`src/include/cacm_regs.svh`:
```
`ifndef CACM_REGS_SVH
`define CACM_REGS_SVH

// ==========================================================
// Register addresses on the special function register port
`define CACM_ADDR_RUN_FLAGS    8'hD8
`define CACM_ADDR_MODE         8'hD9

// ==========================================================
// Reset values
`define CACM_RST_RUN_FLAGS     8'h00
`define CACM_RST_MODE          8'h40
`define CACM_RST_COUNT         16'h0000

// ==========================================================
// Run and flag register bit positions
`define CACM_RF_OVERFLOW       7
`define CACM_RF_RUN            6
`define CACM_RF_EVT_HI         2
`define CACM_RF_EVT_LO         0
`define CACM_RF_WDT_EVT        2

// ==========================================================
// Mode register bit positions
`define CACM_MD_IDLE           7
`define CACM_MD_WDT_EN         6
`define CACM_MD_WDT_LOCK       5
`define CACM_MD_SEL_HI         3
`define CACM_MD_SEL_LO         1
`define CACM_MD_OVF_IE         0

// ==========================================================
// Timebase selector codes
`define CACM_SEL_DIV12         3'h0
`define CACM_SEL_DIV4          3'h1
`define CACM_SEL_TIMER0        3'h2
`define CACM_SEL_EXT_FALL      3'h3
`define CACM_SEL_SYSCLK        3'h4
`define CACM_SEL_EXT_DIV8      3'h5

// ==========================================================
// Divider and counter terminal counts
`define CACM_DIV12_LAST        4'hB
`define CACM_DIV4_LAST         2'h3
`define CACM_EXT_DIV8_LAST     3'h7
`define CACM_COUNT_ALL_ONES    16'hFFFF

`endif

```
`src/include/cacm_pkg.sv`:
```
`include "cacm_regs.svh"

package cacm_pkg;

	// ==========================================================
	// Mode register layout, bit 7 first
	typedef struct packed {
		logic       idle_suspend;
		logic       watchdog_enable;
		logic       watchdog_lock;
		logic       unused4;
		logic [2:0] timebase_select;
		logic       overflow_irq_enable;
	} cacm_mode_t;

	// ==========================================================
	// Run and flag register layout, bit 7 first
	typedef struct packed {
		logic       counter_overflow_flag;
		logic       counter_run;
		logic [2:0] unused;
		logic [2:0] module_event_flag;
	} cacm_run_flags_t;

	// ==========================================================
	// Timebase sources offered to the counter
	typedef enum logic [2:0] {
		CACM_TB_DIV12    = `CACM_SEL_DIV12,
		CACM_TB_DIV4     = `CACM_SEL_DIV4,
		CACM_TB_TIMER0   = `CACM_SEL_TIMER0,
		CACM_TB_EXT_FALL = `CACM_SEL_EXT_FALL,
		CACM_TB_SYSCLK   = `CACM_SEL_SYSCLK,
		CACM_TB_EXT_DIV8 = `CACM_SEL_EXT_DIV8
	} cacm_tb_t;

endpackage

```
`src/design/cacm_timebase.sv`:
```
`timescale 1ns/10ps
`default_nettype none
`include "cacm_regs.svh"

module cacm_timebase (
	input  wire logic       clk,
	input  wire logic       reset_n,
	input  wire logic       enable,
	input  wire logic [2:0] select,
	input  wire logic       timer0_overflow,
	input  wire logic       external_count_input,
	input  wire logic       external_clock,
	output logic            tick
);

	logic [3:0] div12_q, div12_d;
	logic [1:0] div4_q, div4_d;
	logic [2:0] ext8_q, ext8_d;
	logic       eci_prev_q, eci_prev_d;
	logic       ext_meta_q, ext_sync_q, ext_prev_q, ext_prev_d;
	logic       tick_q, tick_d;
	logic       ext_rise;

	assign tick = tick_q;

	// ==========================================================
	// Dividers hold while counting is off; the edge detectors keep sampling their inputs
	always_comb begin
		div12_d    = div12_q;
		div4_d     = div4_q;
		ext8_d     = ext8_q;
		eci_prev_d = external_count_input;
		ext_prev_d = ext_sync_q;
		ext_rise   = ext_sync_q & ~ext_prev_q;
		tick_d     = 1'b0;
		if (enable) begin
			div12_d = (div12_q == `CACM_DIV12_LAST) ? 4'h0 : div12_q + 4'h1;
			div4_d  = div4_q + 2'h1;
			if (ext_rise)
				ext8_d = ext8_q + 3'h1;
			case (select)
				`CACM_SEL_DIV12:    tick_d = (div12_q == `CACM_DIV12_LAST);
				`CACM_SEL_DIV4:     tick_d = (div4_q == `CACM_DIV4_LAST);
				`CACM_SEL_TIMER0:   tick_d = timer0_overflow;
				`CACM_SEL_EXT_FALL: tick_d = eci_prev_q & ~external_count_input;
				`CACM_SEL_SYSCLK:   tick_d = 1'b1;
				`CACM_SEL_EXT_DIV8: tick_d = ext_rise & (ext8_q == `CACM_EXT_DIV8_LAST);
				default:            tick_d = 1'b0;
			endcase
		end
	end

	// Registers, plus a two-flop sync of the external clock
	always_ff @(posedge clk or negedge reset_n) begin
		if (!reset_n) begin
			div12_q    <= 4'h0;
			div4_q     <= 2'h0;
			ext8_q     <= 3'h0;
			eci_prev_q <= 1'b1;
			ext_meta_q <= 1'b0;
			ext_sync_q <= 1'b0;
			ext_prev_q <= 1'b0;
			tick_q     <= 1'b0;
		end else begin
			div12_q    <= div12_d;
			div4_q     <= div4_d;
			ext8_q     <= ext8_d;
			eci_prev_q <= eci_prev_d;
			ext_meta_q <= external_clock;
			ext_sync_q <= ext_meta_q;
			ext_prev_q <= ext_prev_d;
			tick_q     <= tick_d;
		end
	end

endmodule
`default_nettype wire

```
`src/design/cacm_top.sv`:
```
`timescale 1ns/10ps
`default_nettype none
`include "cacm_regs.svh"

module cacm_top #(
	parameter int COUNT_WIDTH = 16,
	parameter int MODULES     = 3
) (
	input  wire logic                   clk,
	input  wire logic                   reset_n,
	input  wire logic [7:0]             sfr_addr,
	input  wire logic                   sfr_write,
	input  wire logic [7:0]             sfr_wdata,
	output logic      [7:0]             sfr_rdata,
	input  wire logic [MODULES-1:0]     module_event,
	input  wire logic [MODULES-1:0]     module_irq_enable,
	input  wire logic                   cpu_idle,
	input  wire logic                   timer0_overflow,
	input  wire logic                   external_count_input,
	input  wire logic                   external_clock,
	output logic      [COUNT_WIDTH-1:0] counter_value,
	output logic                        counter_tick,
	output logic                        counter_active,
	output logic                        watchdog_enable,
	output logic                        watchdog_force_reset,
	output logic                        irq_request
);

	// ==========================================================
	// Declarations
	cacm_pkg::cacm_mode_t      mode_q, mode_d;
	cacm_pkg::cacm_run_flags_t rf_q, rf_d;
	logic [COUNT_WIDTH-1:0]    count_q, count_d;
	logic [7:0]                rdata_q, rdata_d;
	logic                      force_q, force_d;
	logic                      wr_mode, wr_rf;
	logic                      suspended;
	logic                      running;
	logic                      tb_tick;
	logic                      wrap;

	// Address decode helper, used by the write and read paths
	function automatic logic hit(input logic [7:0] addr, input logic [7:0] target);
		hit = (addr == target);
	endfunction

	assign wr_mode = sfr_write & hit(sfr_addr, `CACM_ADDR_MODE);
	assign wr_rf   = sfr_write & hit(sfr_addr, `CACM_ADDR_RUN_FLAGS);

	// ==========================================================
	// Run state
	// Idle suspension overrides everything, the watchdog forces running
	assign suspended = mode_q.idle_suspend & cpu_idle;
	assign running   = (rf_q.counter_run | mode_q.watchdog_enable) & ~suspended;

	// ==========================================================
	// Timebase tick source
	cacm_timebase i_cacm_timebase (
		.clk                  (clk),
		.reset_n              (reset_n),
		.enable               (running),
		.select               (mode_q.timebase_select),
		.timer0_overflow      (timer0_overflow),
		.external_count_input (external_count_input),
		.external_clock       (external_clock),
		.tick                 (tb_tick)
	);

	// ==========================================================
	// Counter
	// A tick that lands after the run state dropped is discarded
	assign wrap = running & tb_tick & (count_q == `CACM_COUNT_ALL_ONES);

	always_comb begin
		count_d = count_q;
		if (running && tb_tick)
			count_d = count_q + {{(COUNT_WIDTH-1){1'b0}}, 1'b1};
	end

	always_ff @(posedge clk or negedge reset_n) begin
		if (!reset_n)
			count_q <= `CACM_RST_COUNT;
		else
			count_q <= count_d;
	end

	// ==========================================================
	// Mode register
	// Only the enable bit may change while the watchdog is on, and
	// only towards zero when the lock is clear
	always_comb begin
		mode_d = mode_q;
		if (wr_mode) begin
			if (mode_q.watchdog_enable) begin
				if (!mode_q.watchdog_lock)
					mode_d.watchdog_enable = sfr_wdata[`CACM_MD_WDT_EN];
			end else begin
				mode_d.idle_suspend        = sfr_wdata[`CACM_MD_IDLE];
				mode_d.watchdog_lock       = sfr_wdata[`CACM_MD_WDT_LOCK];
				mode_d.timebase_select     = sfr_wdata[`CACM_MD_SEL_HI:`CACM_MD_SEL_LO];
				mode_d.overflow_irq_enable = sfr_wdata[`CACM_MD_OVF_IE];
				// Setting the lock also turns the watchdog on
				mode_d.watchdog_enable     = sfr_wdata[`CACM_MD_WDT_EN] |
				                             sfr_wdata[`CACM_MD_WDT_LOCK];
			end
		end
		if (mode_q.watchdog_lock)
			mode_d.watchdog_enable = 1'b1;
		mode_d.unused4 = 1'b0;
	end

	always_ff @(posedge clk or negedge reset_n) begin
		if (!reset_n)
			mode_q <= `CACM_RST_MODE;
		else
			mode_q <= mode_d;
	end

	// ==========================================================
	// Run bit and flags
	// Software may write either value; hardware only ever sets
	always_comb begin
		rf_d = rf_q;
		if (wr_rf) begin
			rf_d.counter_run           = sfr_wdata[`CACM_RF_RUN];
			rf_d.counter_overflow_flag = sfr_wdata[`CACM_RF_OVERFLOW];
			rf_d.module_event_flag     = sfr_wdata[`CACM_RF_EVT_HI:`CACM_RF_EVT_LO];
		end
		if (wrap)
			rf_d.counter_overflow_flag = 1'b1;
		rf_d.module_event_flag = rf_d.module_event_flag | module_event;
		rf_d.unused            = 3'h0;
	end

	always_ff @(posedge clk or negedge reset_n) begin
		if (!reset_n)
			rf_q <= `CACM_RST_RUN_FLAGS;
		else
			rf_q <= rf_d;
	end

	// ==========================================================
	// Forced watchdog reset
	// Writing one to the module 2 flag while the watchdog runs
	always_comb begin
		force_d = wr_rf & mode_q.watchdog_enable & sfr_wdata[`CACM_RF_WDT_EVT];
	end

	always_ff @(posedge clk or negedge reset_n) begin
		if (!reset_n)
			force_q <= 1'b0;
		else
			force_q <= force_d;
	end

	// ==========================================================
	// Read path
	// Data appears one cycle after the address; unmapped reads zero
	always_comb begin
		rdata_d = 8'h00;
		if (hit(sfr_addr, `CACM_ADDR_MODE))
			rdata_d = mode_q;
		else if (hit(sfr_addr, `CACM_ADDR_RUN_FLAGS))
			rdata_d = rf_q;
	end

	always_ff @(posedge clk or negedge reset_n) begin
		if (!reset_n)
			rdata_q <= 8'h00;
		else
			rdata_q <= rdata_d;
	end

	// ==========================================================
	// Outputs
	assign sfr_rdata            = rdata_q;
	assign counter_value        = count_q;
	assign counter_tick         = running & tb_tick;
	assign counter_active       = running;
	assign watchdog_enable      = mode_q.watchdog_enable;
	assign watchdog_force_reset = force_q;

	// Shared request: overflow when enabled and each enabled module flag
	assign irq_request = (rf_q.counter_overflow_flag & mode_q.overflow_irq_enable) |
	                     |(rf_q.module_event_flag & module_irq_enable);

endmodule
`default_nettype wire

```
`config.mk`:
```
export PLATFORM = sky130hd
export DESIGN_NAME = cacm_top
export DESIGN_NICKNAME = d
export VERILOG_FILES = /design/src/include/cacm_pkg.sv /design/src/design/cacm_timebase.sv /design/src/design/cacm_top.sv
export VERILOG_INCLUDE_DIRS = /design/src /design/src/include
export SDC_FILE = /design/constraint.sdc
export NUM_CORES = 1
export LEC_CHECK = 0
export ABC_AREA = 0
export BUFFER_PORTS_ARGS = -buffer_cell sky130_fd_sc_hd__clkbuf_2
export CAP_MARGIN = 10
export CELL_PAD_IN_SITES_DETAIL_PLACEMENT = 0
export CELL_PAD_IN_SITES_GLOBAL_PLACEMENT = 1
export CORE_AREA = 2 2 96 61
export CTS_CLUSTER_DIAMETER = 30
export DETAILED_ROUTE_END_ITERATION = 8
export DIE_AREA = 0 0 98 63
export PLACE_DENSITY_LB_ADDON = 0.1
export SLEW_MARGIN = 20
export SYNTH_ARGS = -nofsm -noshare
export SYNTH_HDL_FRONTEND = slang
export SYNTH_SLANG_ARGS = --single-unit
```
`constraint.sdc`:
```
create_clock -name clk -period 2.4 [get_ports clk]
set_input_delay 0.36 -clock clk [delete_from_list [all_inputs] [get_ports clk]]
set_output_delay 0.36 -clock clk [all_outputs]
set_load 0.02 [all_outputs]
```
---- Word-level counts from Yosys, hierarchy flattened ----
Cells that the tools add are included.
cells by class
  bitwise gates (word level) .............. 21
  reduce and logical (&&, ||, !) cells .... 7
  equal/unequal tests ..................... 11
  add/subtract/negate cells ............... 4
  shift-type cells ........................ 0
  multiply operators ...................... 0
  divide/modulo/power cells ............... 0
  $lt $le $gt $ge ......................... 0
  mux-type cells .......................... 12
operator list
  operator                 number
  $add A16 B1 Y16 const B  1
  $eq A16 B16 Y1 const B   1
  $eq A8 B8 Y1 const B     2
  $mux W8                  2
  $and A1 B1 Y1            12
  $eq A3 B3 Y1 const B     3
  $eq A3 B2 Y1 const B     2
  $pmux W1 S6              1
  $mux W1                  5
  $add A4 B1 Y4 const B    1
  $eq A4 B4 Y1 const B     1
  $mux W2                  2
  $mux W4                  1
  $not A1 Y1               4
  $reduce_and A2 Y1        2
  $reduce_bool A2 Y1       2
  $add A3 B1 Y3 const B    1
  $and A3 B3 Y3            1
  $eq A3 B1 Y1 const B     1
  $logic_not A3 Y1         1
  $mux W3                  1
  $or A1 B1 Y1             3
  $or A3 B3 Y3             1
  $reduce_or A3 Y1         1
  other kinds (3)          3
word-level totals
  ROM bits ................................ 0
  word-level logic and storage cells ...... 74
  output and inout bits ................... 29
  memories kept ........................... 0
  bits in latches ......................... 0
  memory bits (writable) .................. 0
  input port bits ......................... 29
  flip-flop bits (word level) ............. 51

---- Longest topological paths before layout ----
Gate-level depths: netlist of run 1.
  depth after elaboration ................. 6
  gate-level depth with buffers ........... 6
  gate-level depth less buffers ........... 6

---- By module ----
A second synthesis of run 1 with hierarchy kept.
unflattened totals
  cells, all modules ...................... 173
  area, all modules ....................... 2212.1 um2
modules (own cells, without submodules)
  module         cells each  seq. area each (um2)  instances  area each (um2)
  cacm_top       124         902.1                 1          1584.0
  cacm_timebase  49          351.6                 1          628.1

---- Least setup slack after synthesis of run 1 ----
OpenSTA, ideal clock, no wires.
  path type ............................... register -> register
  start ................................... register mode_q, in the netlist watchdog_enable
  end ..................................... register i_cacm_timebase.ext8_q[1]
  data arrival time ....................... 1.500 ns
  library setup time ...................... 0.125 ns
  required time ........................... 2.275 ns
  path slack .............................. 0.775 ns
  period minus slack after synthesis ...... 1.625 ns
  buffers on the path ..................... 1
  stages on the path, launching flop included .. 5
  cell sequence ........................... dfstp_2 -> o2bb2ai_4 -> buf_2 -> nor3b_4 -> mux2_2
on the way
  cells in the longest elaborated chain, start to end .. 3
ends and longest elaborated chain
  item                                RTL line             text
  start: declaration                  cacm_top.sv:31       cacm_pkg::cacm_mode_t mode_q, mode_d;
  start signal: assignment            cacm_top.sv:114      mode_q <= `CACM_RST_MODE;
  start signal: assignment            cacm_top.sv:116      mode_q <= mode_d;
  $or A1 B1 Y1                        cacm_top.sv:54       assign running = (rf_q.counter_run | mode_q.watchdog_enable) & ~suspended;
  $and A1 B1 Y1                       cacm_top.sv:54
  $reduce_and A2 Y1 (no source line)  --
  end signal: assignment              cacm_timebase.sv:67  ext8_q <= ext8_d;
  end: declaration                    cacm_timebase.sv:18  logic [2:0] ext8_q, ext8_d;
No other way between the ends.
A chain may end at the register's enable or synchronous reset.

---- Worst setup path after layout of run 1 ----
  start ................................... register rf_q[6] (netlist bit)
  end ..................................... output counter_tick
on the way
  cells in the longest elaborated chain, start to end .. 3
ends and longest elaborated chain
  item                      RTL line         text
  start: declaration        cacm_top.sv:32   cacm_pkg::cacm_run_flags_t rf_q, rf_d;
  start signal: assignment  cacm_top.sv:137  rf_q <= `CACM_RST_RUN_FLAGS;
  start signal: assignment  cacm_top.sv:139  rf_q <= rf_d;
  $or A1 B1 Y1              cacm_top.sv:54
  $and A1 B1 Y1             cacm_top.sv:54
  $and A1 B1 Y1             cacm_top.sv:178  assign counter_tick = running & tb_tick;
  end: declaration          cacm_top.sv:22   output logic counter_tick,
No other way between the ends.

==> results_dict.tcl, run 1 <==
set metrics [dict create \
    multi_input_area_um2 953 \
    post_drt_wl_per_cell_um 13.3 \
    grt_pass1_vias 1502 \
    post-route-util_pct 51.8 \
    grt_overflow 0 \
    hold_violations 0 \
    drv_cap 0 \
    cts.repair.resized 0 \
    synth_top_cell_by_area "dfrtp_1" \
    drv_slew 0 \
    clock_latency_ns 0.29 \
    cts.sinks 50 \
    cts_setup_buffers 0 \
    leakage_nw 1.41 \
    finalCriticalPeriod_ns 2.02 \
    antenna_cells 0 \
    cp_data_required_time_ns 2.04 \
    switching_share_pct 28.5 \
    cts_tree "done" \
    die_h_um 63 \
    relSlewSlack_pct 58.1 \
    core_mm2 0.00533 \
    cp.arrival_ns 1.66 \
    pre_cts_ws_ns 0.698 \
    drtPass1Iterations 4 \
    clock_skew_ns 0.00854 \
    grt_use_met3_pct 4.47 \
    setup-violations-final 0 \
    synthFlopType "dfrtp_1" \
    syn_avg_cell_area_um2 12.3 \
    antenna_found_initial 0 \
    tightest_slew_ns 0.629 \
    clkPwrFrac_pct 31.5 \
    cts_root_buf "clkbuf_8" \
    p_int_mw 1.63 \
    dieArea_mm2 0.00617 \
    areaGrowthSynthToFinish_pct 23.0 \
    dpl.hpwl_um 3200 \
    p_seq_share_pct 47.4 \
    r2r_start "watchdog_enable" \
    htreeDepth 2 \
    num-fill-cells 496 \
    synth.top_cells.by_area "dfrtp_1, mux2_2, xnor2_1, nand2_1, nor4_4" \
    cts.clk_slew.worst_paths_ns 0.09 \
    r2r_slack_ns 0.72 \
    wl_um 4160 \
    synth_fp_nets 216 \
    cts_inserted_buffers 5 \
    syn_inst 182 \
    grt_use_met2_pct 20.7 \
    path_class "reg -> out" \
    p_total_mw 2.27 \
    io_pins 58 \
    grt_use_met1_pct 23.1 \
    die_w_um 98 \
    rsz0062_at_grt "no" \
    ys_ff_latch 50 \
    synth.top_cell.area_share_pct 53.5 \
    grt_pass1_wl_um 7320 \
    power.density_mw_per_mm2 823 \
    track_usage_pct 14.9 \
    synth_edf_count 0 \
    start_util_pct 42.1 \
    top_usage_layer "met1" \
    port_buffers 55 \
    outcome "complete, no violations" \
    critPathCaptureType "output pin" \
    yosysWarnings 0 \
    fin_nets 277 \
    irDropWorstVdd_mv 0.355 \
    combPwrFrac_pct 21.1 \
    rows 21 \
    cp_max_fo 13 \
    fmax_mhz 496 \
    finalSetupTns_ns 0 \
    ys_seq_area_share_pct 55.8 \
    reg2reg_depth 4 \
    drive_gt1_share_pct 36.9 \
    clock_path_buffers 2 \
    drcViolationCount 0 \
    dr.first_iter.drc_count 22 \
    finalCritPeriodShare_pct 84.0 \
    syn_area_mm2 0.00225 \
    hold_class "in -> async" \
    yosysUniqueCellTypes 43 \
    grt_max_degree 28 \
    ctsHoldBuffers 0 \
    switching_power_uw 648 \
    gp_congestion 0.749 \
    worst_slack_ns 0.385 \
    crit_path_start_kind "flip-flop" \
    synthArstFlopShare_pct 100 \
    vias 1548 \
    reg2reg_to "counter_value[12]" \
    detail-route-antenna-nets 0 \
    routed_via_density 4.95 \
    seq_area_mm2 0.00125 \
]
[routing by layer]
| layer | wire length, um | up-vias |
|---|---|---|
| met2 | 1770 | 33 |
| met5 | 0 | - |
| li1 | - | 766 |
| met3 | 222 | 2 |
| met4 | 28 | 0 |
| met1 | 2140 | 747 |
[power groups by stage]
stage               registers, mW  logic (mW)  clock network [mW]
global placement             1.09       0.486                   0
global route                 1.10       0.557               0.793
floorplan                    1.10       0.311                   0
detailed placement           1.09       0.495                   0
finish                       1.08       0.481               0.715
CTS                          1.08       0.489               0.739
[flip-flops by register name, summed over array words and instances, names as in the netlist]
| signal | flops |
|---|---|
| counter_value | 16 |
| sfr_rdata | 7 |
| mode_q | 6 |
| rf_q | 5 |
| i_cacm_timebase.div12_q | 4 |
| i_cacm_timebase.ext8_q | 3 |
| i_cacm_timebase.div4_q | 2 |
| i_cacm_timebase.eci_prev_q | 1 |
| i_cacm_timebase.ext_meta_q | 1 |
| i_cacm_timebase.ext_prev_d | 1 |
| i_cacm_timebase.ext_prev_q | 1 |
| i_cacm_timebase.tick | 1 |
| watchdog_enable | 1 |
| watchdog_force_reset | 1 |
[per-stage QoR]
stage | area [um2] | std cells | hold WS, ns
2_1_floorplan | 2250 | 182 | 0.0644
3_3_place_gp | 2620 | 305 | 0.334
3_5_place_dp | 2620 | 305 | 0.338
4_1_cts | 2760 | 313 | 0.0828
5_1_grt | 2760 | 313 | 0.0982
6_report | 2760 | 313 | 0.0659
[cells in the final DEF (no fill, tap or decap), types with 2 or more instances in the layout]
master,netlist,routed
a21oi_1,3,3
a22o_1,5,5
a22oi_1,2,2
and2_2,2,2
and3_1,3,3
bufinv_16,0,2
clkbuf_2,0,55
clkbuf_8,0,6
dfrtp_1,48,48
dfstp_2,2,2
ha_1,5,5
inv_1,4,4
mux2_2,10,10
nand2_1,22,22
nand3_1,10,10
nand3b_1,4,4
nand4_1,3,3
nor2_1,6,6
nor3_1,3,3
nor4_4,3,3
o21ai_0,7,7
xnor2_1,12,12
xor2_1,5,5
[worst max path at each step]
stage / slack (ns) / cells after the start / end / from
floorplan: 0.77 / 4 / i_cacm_timebase.ext8_q[1] / watchdog_enable
CTS: 0.36 / 5 / counter_tick / rf_q[6]
global placement: 0.69 / 5 / counter_tick / rf_q[6]
finish: 0.38 / 5 / counter_tick / rf_q[6]
global route: 0.19 / 5 / counter_tick / rf_q[6]
detailed placement: 0.70 / 5 / counter_tick / rf_q[6]
[synthesized netlist by cell type, types with 2 or more instances]
library cell,count
a21oi_1,3
a22o_1,5
a22oi_1,2
and2_2,2
and3_1,3
dfrtp_1,48
dfstp_2,2
ha_1,5
inv_1,4
mux2_2,10
nand2_1,22
nand3_1,10
nand3b_1,4
nand4_1,3
nor2_1,6
nor3_1,3
nor4_4,3
o21ai_0,7
xnor2_1,12
xor2_1,5
[critical path, stage by stage, from the launching register on]
cell	delay (ns)
dfrtp_1	0.43
o2bb2ai_4	0.43
clkinv_1	0.16
nand2_1	0.16
inv_1	0.05
clkbuf_2	0.15
[cells by family after synthesis]
logic type / count (synthesis) / synth area share [%]
AOI/OAI and AO/OA: 23 / 8.08
xor gates and xnor gates: 17 / 6.63
adders and majority gates: 5 / 2.79
buffers and inverters: 9 / 1.73
DFF: 50 / 55.8
muxes: 10 / 5.01
other: 1 / 0.167
and+or+nand+nor: 67 / 19.8
[cell type report]
| class | count | share of cell area, % |
|---|---|---|
| Sequential cell | 50 | 45.4 |
| Tap cell | 69 | 3.13 |
| Timing Repair Buffer | 57 | 11.0 |
| Clock inverter | 2 | 2.17 |
| Inverter | 6 | 0.816 |
| Clock buffer | 6 | 2.99 |
| Multi-Input combinational cell | 123 | 34.5 |
No activity file was read; power rests on OpenSTA's default activity.
==> run 2: changes to the inputs <==
- CORE_AREA: 2 2 96 61 -> 2 2 99 63
- DIE_AREA: 0 0 98 63 -> 0 0 101 65
- clock period: 2.4 -> 2 ns (I/O delays scaled with it)
==> results_dict.tcl, run 2 (synthesis gave the netlist of run 1 again) <==
set metrics [dict create \
    outcome "complete, no violations" \
    grt_pass1_wl_um 7420 \
    htreeDepth 2 \
    grt_pass1_vias 1468 \
    cp_data_required_time_ns 2.19 \
    cts_inserted_buffers 5 \
    largest_reg_flops 16 \
    rows 22 \
    mostFrequentLayoutCells "clkbuf_2, dfrtp_1, nand2_1" \
    crit_family "flip-flops" \
    cts_root_buf "clkbuf_8" \
    finalCritPeriodShare_pct 87.9 \
    routed_via_density 4.84 \
    drv_cap 0 \
    wl_um 4390 \
    drtPass1Iterations 4 \
    cp_max_fo 8 \
    reg2reg_depth 5 \
    die_h_um 65 \
    finalCriticalPeriod_ns 1.76 \
    cts_tree "done" \
    critPathSlowestCell "dfstp_2" \
    critPathCaptureType "flip-flop" \
    dpl.hpwl_um 3190 \
    combPwrFrac_pct 23.4 \
    antenna_cells 0 \
    clock_path_buffers 2 \
    crit_path_cell_trace "o2bb2ai_4, buf_4, nor4_2, nand4_1, xnor2_1" \
    crit_buf_inv 1 \
    drv_slew 0 \
    cp.arrival_ns 1.95 \
    io_pins 58 \
    critical-path-max-stage-delay_ns 0.62 \
    setup-violations-final 0 \
    cts.repair.resized 0 \
    hold_class "in -> reg" \
    hold_violations 0 \
    drive_gt1_share_pct 37.9 \
    grt_max_degree 51 \
    dieArea_mm2 0.00657 \
    clock_latency_ns 0.30 \
    gp_congestion 0.721 \
    path_class "reg -> reg" \
    cp.depth 5 \
    tightest_slew_ns 0.631 \
    vias 1549 \
    p_seq_share_pct 49.2 \
    port_buffers 55 \
    power.density_mw_per_mm2 954 \
    post_drt_wl_per_cell_um 13.7 \
    detail-route-antenna-nets 0 \
    track_usage_pct 14.7 \
    relSlewSlack_pct 58.0 \
    cts.clk_slew.worst_paths_ns 0.09 \
    antenna_found_initial 0 \
    core_mm2 0.00578 \
    clkPwrFrac_pct 27.3 \
    clock_skew_ns 0.00971 \
    die_w_um 101 \
    rsz0062_at_grt "no" \
    p_int_mw 1.82 \
    placed_area_mm2 0.00262 \
    dr.first_iter.drc_count 38 \
    fmax_mhz 569 \
    switching_power_uw 803 \
    grt_overflow 0 \
    fin_nets 281 \
    crit_path_start_kind "flip-flop" \
    cts.sinks 50 \
    finalSetupTns_ns 0 \
    irDropWorstVdd_mv 0.469 \
    leakage_nw 1.42 \
    drcViolationCount 0 \
    switching_share_pct 30.6 \
    design_area_mm2 0.00275 \
    start_util_pct 38.9 \
    hold_depth 1 \
    areaGrowthSynthToFinish_pct 22.6 \
    layout_commonest_cell "clkbuf_2" \
]
[run 2: changes by cell type in the layout (fill, tap and decap cells not counted), sizes merged]
cell,before,now
inv,5,6
bufinv,2,1
buf,2,6
clkinv,1,2
clkbuf,61,60
[run 2: path summary, 6_finish.rpt]
kind | start | endpoint | slack (ns)
min in group asynchronous | reset_n | i_cacm_timebase.ext_prev_d | 0.10
min reg2reg | i_cacm_timebase.ext_meta_q | i_cacm_timebase.ext_prev_d | 0.35
max in group asynchronous | reset_n | counter_value[10] | 1.48
max | watchdog_enable | counter_value[12] | 0.24
max reg2reg | watchdog_enable | counter_value[12] | 0.24
min | external_count_input | i_cacm_timebase.eci_prev_q | 0.09
[run 2: layout make-up]
type | count | area (um2)
Timing Repair Buffer | 61 | 320
Clock buffer | 5 | 68.8
Fill cell | 548 | 3030
Clock inverter | 3 | 43.8
Sequential cell | 50 | 1250
Inverter | 6 | 22.5
Tap cell | 72 | 90.1
Multi-Input combinational cell | 123 | 953
[run 2: power by group through the flow]
stage / Clock [mW] / Combinational, mW / Sequential (mW)
detailed placement: 0 / 0.592 / 1.31
global placement: 0 / 0.580 / 1.31
global route: 0.803 / 0.700 / 1.32
finish: 0.717 / 0.615 / 1.29
floorplan: 0 / 0.373 / 1.32
CTS: 0.743 / 0.595 / 1.29
[run 2: what timing repair did]
item                                    CTS  global route
pin swaps                                 1             1
endpoints found under the hold margin     0             0
endpoints found under the setup margin    2             2
buffers inserted                          0             3
hold buffers                              0             0
[run 2: layer usage]
layer | vias up | routed length (um) | track usage (%)
met5 | - | 0 | 0
met4 | 0 | 31 | 3.55
met3 | 4 | 198 | 4.10
met2 | 28 | 1810 | 21.1
met1 | 743 | 2350 | 22.0
li1 | 774 | - | -
[run 2: metrics by stage]
step,hold slack (ns),std cells,utilization (%),total power [mW],setup WS (ns)
global placement,0.337,309,45.3,1.89,0.312
floorplan,0.00441,182,-,1.70,0.375
detailed placement,0.335,309,45.3,1.90,0.289
CTS,0.0884,317,47.2,2.63,0.00582
global route,0.0754,320,47.6,2.82,0.122
finish,0.0946,320,47.6,2.63,0.243
